**src/design/fpgb_defines.vh**
```
`ifndef FPGB_DEFINES_VH
`define FPGB_DEFINES_VH
// register byte addresses on the special function register port
`define FPGB_ADDR_W          8
`define FPGB_PORT_ZERO_LATCH 8'hd2
`define FPGB_PORT_ZERO_DIR   8'hd3
`define FPGB_PORT_ZERO_PULL  8'hd4
`define FPGB_PORT_ZERO_OD    8'hd5
`define FPGB_PORT_ONE_LATCH  8'hd7
`define FPGB_PORT_ONE_DIR    8'hd8
`define FPGB_PORT_ONE_PULL   8'hd9
`define FPGB_PORT_ONE_OD     8'hda
`define FPGB_PORT_TWO_LATCH  8'hdc
`define FPGB_PORT_TWO_DIR    8'hdd
`define FPGB_PORT_TWO_PULL   8'hde
`define FPGB_PORT_TWO_OD     8'hdf
`define FPGB_PORT_THREE_LATCH 8'he8
`define FPGB_PORT_THREE_DIR  8'he9
`define FPGB_PORT_THREE_PULL 8'hea
`define FPGB_PORT_THREE_OD   8'heb
// port-zero function select, placed in an unused slot
`define FPGB_FUNC_SEL        8'hd0
// field positions in the function select register
`define FPGB_SEL_ADC0_BIT    0
`define FPGB_SEL_ADC1_BIT    1
`define FPGB_SEL_PWM_BIT     7
// reset values
`define FPGB_RST_DIR         8'h00
`define FPGB_RST_PULL        8'h00
`define FPGB_RST_OD          8'h00
`define FPGB_RST_LATCH       8'h00
`define FPGB_RST_SEL         8'h00
`define FPGB_RST_UNMAPPED    8'h00
`endif

```
**src/design/fpgb_gpio_bank.v**
```verilog
// Functional notes
// RL1: each of four ports has eight pins, each settable as input or output on its own.
// RL2: a data register read returns the pad level, not the latch, in any direction.
// RL3: an output pin drives the matching bit of its port's written latch.
// RL4: direction bit 0 means input, 1 means output, and all reset to input.
// RL5: bit n of direction, pull-up and open-drain controls pin n of the same port.
// RL6: pull-up bit 0 leaves the pull-up off (reset), 1 turns it on.
// RL7: a pin that is an output driving low has its pull-up forced off.
// RL8: open-drain bit 0 gives push-pull, 1 drives low only and releases for high.
// RL9: software uses only whole-byte accesses on these registers.
// RL10: software sets ports one to three high before stop or halt.
// RL11: software keeps pull-ups off while the secondary port supply is low.
// RL12: each port decodes data, direction, pull-up, open-drain in sequence, port zero lowest.
// RL13: with the pin-seven select set and pin seven an output, the pin carries the modulator.
// RL14: port-zero inputs given to the converter stop acting as wake or interrupt sources.
// RL15: pad inputs pass a two-stage synchronizer before being read.
//
// Design decision made here: the address-and-strobe port.
`timescale 1ns/100ps
`include "fpgb_defines.vh"
module fpgb_gpio_bank (
    // clock and reset
    input  wire        clk,
    input  wire        rst_n,
    // register port
    input  wire [7:0]  reg_addr,
    input  wire [7:0]  reg_wdata,
    input  wire        reg_wr,
    input  wire        reg_rd,
    output reg  [7:0]  reg_rdata,
    // modulator output for port zero pin seven
    input  wire        pwm_in,
    // pads, port zero in the low byte
    input  wire [31:0] pad_in,
    output reg  [31:0] pad_out,
    output reg  [31:0] pad_oe_n,
    output reg  [31:0] pad_pullup_en,
    // port-zero pins still usable as wake or interrupt sources
    output reg  [7:0]  wake_src_en
);

    // per-port control storage, indexed by port number
    reg  [7:0]  latch_q  [0:3];
    reg  [7:0]  dir_q    [0:3];
    reg  [7:0]  pull_q   [0:3];
    reg  [7:0]  od_q     [0:3];
    reg  [7:0]  sel_q;
    reg  [31:0] sync1_q;
    reg  [31:0] sync2_q;
    reg  [1:0]  port_idx;
    reg  [1:0]  reg_kind;
    reg         hit;
    reg         sel_hit;
    wire [31:0] pad_out_d;
    wire [31:0] pad_oe_n_d;
    wire [31:0] pull_d;
    wire [7:0]  wake_d;
    integer     i;

    // address decode: four registers per port in a fixed order
    always @* begin
        hit      = 1'b1;
        sel_hit  = 1'b0;
        port_idx = 2'd0;
        reg_kind = 2'd0;
        case (reg_addr)  // [RL12]
            `FPGB_PORT_ZERO_LATCH:  begin port_idx = 2'd0; reg_kind = 2'd0; end
            `FPGB_PORT_ZERO_DIR:    begin port_idx = 2'd0; reg_kind = 2'd1; end
            `FPGB_PORT_ZERO_PULL:   begin port_idx = 2'd0; reg_kind = 2'd2; end
            `FPGB_PORT_ZERO_OD:     begin port_idx = 2'd0; reg_kind = 2'd3; end
            `FPGB_PORT_ONE_LATCH:   begin port_idx = 2'd1; reg_kind = 2'd0; end
            `FPGB_PORT_ONE_DIR:     begin port_idx = 2'd1; reg_kind = 2'd1; end
            `FPGB_PORT_ONE_PULL:    begin port_idx = 2'd1; reg_kind = 2'd2; end
            `FPGB_PORT_ONE_OD:      begin port_idx = 2'd1; reg_kind = 2'd3; end
            `FPGB_PORT_TWO_LATCH:   begin port_idx = 2'd2; reg_kind = 2'd0; end
            `FPGB_PORT_TWO_DIR:     begin port_idx = 2'd2; reg_kind = 2'd1; end
            `FPGB_PORT_TWO_PULL:    begin port_idx = 2'd2; reg_kind = 2'd2; end
            `FPGB_PORT_TWO_OD:      begin port_idx = 2'd2; reg_kind = 2'd3; end
            `FPGB_PORT_THREE_LATCH: begin port_idx = 2'd3; reg_kind = 2'd0; end
            `FPGB_PORT_THREE_DIR:   begin port_idx = 2'd3; reg_kind = 2'd1; end
            `FPGB_PORT_THREE_PULL:  begin port_idx = 2'd3; reg_kind = 2'd2; end
            `FPGB_PORT_THREE_OD:    begin port_idx = 2'd3; reg_kind = 2'd3; end
            `FPGB_FUNC_SEL:         begin hit = 1'b0; sel_hit = 1'b1; end
            default:                hit = 1'b0;
        endcase
    end

    // register writes; whole bytes only, no bit access exists
    always @(posedge clk or negedge rst_n) begin
        if (!rst_n) begin
            for (i = 0; i < 4; i = i + 1) begin
                latch_q[i] <= `FPGB_RST_LATCH;
                dir_q[i]   <= `FPGB_RST_DIR;   // all inputs [RL4]
                pull_q[i]  <= `FPGB_RST_PULL;  // pull-ups off [RL6]
                od_q[i]    <= `FPGB_RST_OD;    // push-pull [RL8]
            end
            sel_q <= `FPGB_RST_SEL;
        end else if (reg_wr) begin  // [RL9]
            if (sel_hit) begin
                sel_q <= reg_wdata;
            end else if (hit) begin
                case (reg_kind)
                    2'd0:    latch_q[port_idx] <= reg_wdata;
                    2'd1:    dir_q[port_idx]   <= reg_wdata;
                    2'd2:    pull_q[port_idx]  <= reg_wdata;
                    default: od_q[port_idx]    <= reg_wdata;
                endcase
            end
        end
    end

    // two flops on every pad before anything reads it
    always @(posedge clk or negedge rst_n) begin
        if (!rst_n) begin
            sync1_q <= 32'h0000_0000;
            sync2_q <= 32'h0000_0000;
        end else begin
            sync1_q <= pad_in;   // [RL15]
            sync2_q <= sync1_q;
        end
    end

    // read data one cycle after the strobe; only data registers and select read back
    always @(posedge clk or negedge rst_n) begin
        if (!rst_n) begin
            reg_rdata <= `FPGB_RST_UNMAPPED;
        end else if (reg_rd) begin
            if (sel_hit) begin
                reg_rdata <= sel_q;
            end else if (hit && reg_kind == 2'd0) begin
                reg_rdata <= sync2_q[port_idx*8 +: 8];  // pad level, not latch [RL2]
            end else begin
                reg_rdata <= `FPGB_RST_UNMAPPED;  // write-only and unmapped read zero
            end
        end else begin
            reg_rdata <= `FPGB_RST_UNMAPPED;
        end
    end

    // per-pin drive logic; bit n of each control byte steers pin n
    genvar g;
    generate
        for (g = 0; g < 32; g = g + 1) begin : g_pin
            wire out_en = dir_q[g/8][g%8];               // [RL1] [RL4] [RL5]
            wire is_pwm = (g == 7) && sel_q[`FPGB_SEL_PWM_BIT];
            wire val    = is_pwm ? pwm_in : latch_q[g/8][g%8];  // [RL3] [RL13]
            wire odrain = od_q[g/8][g%8];
            // open drain releases the pad instead of driving high
            assign pad_out_d[g]  = val;
            assign pad_oe_n_d[g] = ~(out_en & ~(odrain & val));  // [RL8]
            // pull-up cut while pin drives low, saving static current
            assign pull_d[g] = pull_q[g/8][g%8] & ~(out_en & ~val);  // [RL6] [RL7]
        end
    endgenerate

    // converter pins lose wake/interrupt duty; refs follow either channel
    assign wake_d[1:0] = {2{~sel_q[`FPGB_SEL_ADC0_BIT]}};  // [RL14]
    assign wake_d[3:2] = {2{~sel_q[`FPGB_SEL_ADC1_BIT]}};
    assign wake_d[6:4] = {3{~(sel_q[`FPGB_SEL_ADC0_BIT] | sel_q[`FPGB_SEL_ADC1_BIT])}};
    assign wake_d[7]   = 1'b1;

    // all pad controls registered so outputs come from flops
    always @(posedge clk or negedge rst_n) begin
        if (!rst_n) begin
            pad_out       <= 32'h0000_0000;
            pad_oe_n      <= 32'hffff_ffff;
            pad_pullup_en <= 32'h0000_0000;
            wake_src_en   <= 8'hff;
        end else begin
            pad_out       <= pad_out_d;
            pad_oe_n      <= pad_oe_n_d;
            pad_pullup_en <= pull_d;
            wake_src_en   <= wake_d;
        end
    end

endmodule // fpgb_gpio_bank

```
**config.mk**
```make
export PLATFORM = sky130hd
export DESIGN_NAME = fpgb_gpio_bank
export DESIGN_NICKNAME = d
export VERILOG_FILES = /design/src/design/fpgb_gpio_bank.v
export VERILOG_INCLUDE_DIRS = /design/src /design/src/design
export SDC_FILE = /design/constraint.sdc
export NUM_CORES = 1
export LEC_CHECK = 0
export ABC_AREA = 1
export BUFFER_PORTS_ARGS = -buffer_cell sky130_fd_sc_hd__buf_2
export CAP_MARGIN = 5
export CORE_MARGIN = 2
export CORE_UTILIZATION = 56
export DETAILED_ROUTE_END_ITERATION = 8
export GPL_ROUTABILITY_DRIVEN = 0
export PLACE_DENSITY = 0.79
export SLEW_MARGIN = 20
export SYNTH_ARGS = -nofsm -noshare
export SYNTH_HDL_FRONTEND = slang
export SYNTH_SLANG_ARGS = --single-unit
```
**constraint.sdc**
```tcl
create_clock -name clk -period 1.6 [get_ports clk]
set_clock_uncertainty 0.2 [all_clocks]
set_input_delay 0.24 -clock clk [delete_from_list [all_inputs] [get_ports clk]]
set_output_delay 0.24 -clock clk [all_outputs]
set_load 0.01 [all_outputs]
```
==> impl_metrics.tcl <==
set metrics [dict create \
    status "finished, violations left" \
    violations "negative setup slack" \
    ys.flop_type "dfrtp_1" \
    synth_top_area_cell "dfrtp_1" \
    drtPass1Iterations 5 \
    post_synth_instance_area_um2 11000 \
    clk_pin_slew_worst_paths_ns 0.07 \
    min_period_ns 1.70 \
    power.density_nw_per_um2 1160 \
    wl_um 26900 \
    cts_max_path_buffers 3 \
    crit_type "input pin to flip-flop" \
    p_clk_frac 0.415 \
    swShare 0.230 \
    clkSinkCount 307 \
    internal-power_mw 12.9 \
    io_buffer_count 163 \
    cap_violations 0 \
    setup_slack_ns -0.0966 \
    clk_latency_ns 0.54 \
    crit_required_ns 1.83 \
    hold_path.class "input pin to flip-flop" \
    sequentialPowerShare 0.508 \
    dpl-instance-area_um2 12400 \
    coreArea_um2 19400 \
    clock-root-buffer "clkbuf_16" \
    num_rows 51 \
    antenna_found_initial 0 \
    dp_slack_ns -0.704 \
    viasPerCell 5.20 \
    nets 1306 \
    die_w_um 144 \
    worstSetupEndpointType "flip-flop" \
    hpwl_um 15700 \
    seq_area_frac_synth 0.700 \
    synth_edf_count 0 \
    start_util 0.569 \
    drive_above_1_share 0.309 \
    startpoint_type "input pin" \
    synth_top_area_share 0.617 \
    grt_max_degree 54 \
    cts_tree "yes" \
    synth_seq_cells 307 \
    yosys_warnings 0 \
    die_y_um 144 \
    ir_drop_mv 1.12 \
    whs_ns 0.0160 \
    synthArstFlopShare 1.00 \
    rsz0062_at_grt "yes" \
    drc 0 \
    fin_area_um2 14500 \
    grt_pass1_vias 7899 \
    cts_made_buffers 28 \
    cp-startpoint "reg_addr[6]" \
    maxSlewViolCount 0 \
    grt_pass1_wl_um 41600 \
    vias 8010 \
    syn-num-nets 1037 \
    p_leak_nw 7.24 \
    synth.avg_cell_area_um2 11.2 \
    p_comb_frac 0.078 \
    ys_types 27 \
    syn-instance-count 984 \
    relSlewSlack 0.538 \
    hold_start "reg_addr[1]" \
    switching_power_mw 3.85 \
    netlist_top_cells_area "dfrtp_1 (62%), nand2_1 (11%), dfstp_2 (8.3%)" \
    post-route-period-util 1.06 \
    ios 165 \
    overflow 0 \
    rr_startpoint "sel_q[7]" \
    setup_viol 18 \
    ctsHtreeMaxLevel 1 \
    antenna_cells 0 \
    die-area_um2 20800 \
    initialDrtViolationCount 469 \
    synth.most_common_cell "nand2_1" \
    wl_per_cell_um 17.5 \
    cp_max_fo 8 \
    hold_viol_final 0 \
    tightest_slew_ns 0.692 \
    worstPathArrival_ns 1.92 \
    fmax_mhz 589 \
    track_usage 0.260 \
    area_growth_pct 31.1 \
    drtAntennaViolNets 0 \
    synth_common_cells "nand2_1 (314), dfrtp_1 (272), o21ai_1 (91)" \
]
==> worst paths after layout <==
check | endpoint | slack, ns | cells after the start
max | g_pin[20].odrain | -0.1 | 13
min | reg_rdata[1] | 0.02 | 5
max reg2reg | pad_pullup_en[7] | 0.19 | 3
min reg2reg | sync2_q[6] | 0.15 | 0
max in group asynchronous | pad_oe_n[7] | 0.10 | 4
min in group asynchronous | pad_out[10] | 0.51 | 3
==> worst max-delay path, stage by stage <==
cell and delay (ns):
buf_2 0.13, nand2_8 0.07, buf_4 0.14, nor2_4 0.14
nand2_1 0.08, nand2_1 0.08, nor2_2 0.07, nand2_4 0.09
nand2_4 0.10, nor2_8 0.25, buf_6 0.15, nand2_4 0.09
o21ai_1 0.29
==> power by group through the flow <==
stage	Sequential, mW	Combinational [mW]	Clock, mW
2_1_floorplan	8.63	0.399	0
3_3_place_gp	8.60	1.06	0
3_5_place_dp	8.61	1.10	0
4_1_cts	8.49	1.25	6.95
5_1_grt	8.54	1.43	7.39
6_report	8.51	1.30	6.95
==> metrics by stage <==
stage / cells / util / setup TNS, ns / power (mW)
2_1_floorplan: 984 / - / -18.28 / 9.03
3_3_place_gp: 1426 / 0.641 / -70.95 / 9.67
3_5_place_dp: 1426 / 0.641 / -74.91 / 9.70
4_1_cts: 1527 / 0.728 / -0.637 / 16.7
5_1_grt: 1540 / 0.746 / -1.57 / 17.4
6_report: 1540 / 0.746 / -0.355 / 16.8
==> flip-flops by register name, indices dropped and copies added, names as in the netlist <==
signal	cells
g_pin.odrain	32
sel_q	8
pad_oe_n	32
sync1_q	32
pad_pullup_en	32
g_pin.val	31
dir_q	32
wake_src_en	3
reg_rdata	8
latch_q	1
sync2_q	32
pad_out	32
pull_q	32
==> cells in the final DEF, fill, tap and decap left out, types with 2 or more instances in the layout <==
master,instances
nand2_8,6
nand2_2,18
buf_4,47
nor2_8,2
buf_6,42
nand3_1,50
dlygate4sd3_1,45
buf_12,9
inv_2,6
nand2_4,18
dfstp_2,35
a21oi_2,2
clkinv_2,6
nor2_2,4
o21ai_0,12
clkbuf_16,29
clkbuf_1,6
nand2_1,294
o21ai_2,8
nor2_1,11
a21boi_0,31
clkbuf_8,7
o21ai_1,89
bufinv_16,3
nor2_4,11
nand3_2,2
inv_1,63
nor3_4,2
dfrtp_1,272
nand4_2,2
a21oi_1,6
buf_2,126
nand4_4,2
==> layer usage <==
metal | GRT usage | part of all wire
met1 | 0.336 | 0.38
met2 | 0.449 | 0.51
met3 | 0.0417 | 0.066
met4 | 0.0956 | 0.044
met5 | 0 | 0
==> kinds of logic after synthesis <==
family,Yosys count,share of synthesized area
and+or+nand+nor,418,0.172
DFF,307,0.700
AOI/OAI and AO/OA,148,0.0762
buffers and inverters,109,0.0508
muxes,1,0.00102
other,1,0.000340
==> area by class of cell <==
cell class / instances / area [µm²]
Clock inverter: 10 / 129
Fill cell: 1215 / 4930
Clock buffer: 42 / 845
Tap cell: 265 / 332
Multi-Input combinational cell: 574 / 3030
Inverter: 72 / 290
Sequential cell: 307 / 7730
Timing Repair Buffer: 270 / 2110
==> timing repair <==
action                     CTS  global route
hold endpoints to repair   387             0
pin swaps                    3            13
setup endpoints to repair   72           174
hold buffers                45             0
buffers inserted             2             9
gates cloned                 2             4
resized for setup           33            54
Note: power is estimated with default switching activity, not from simulation.
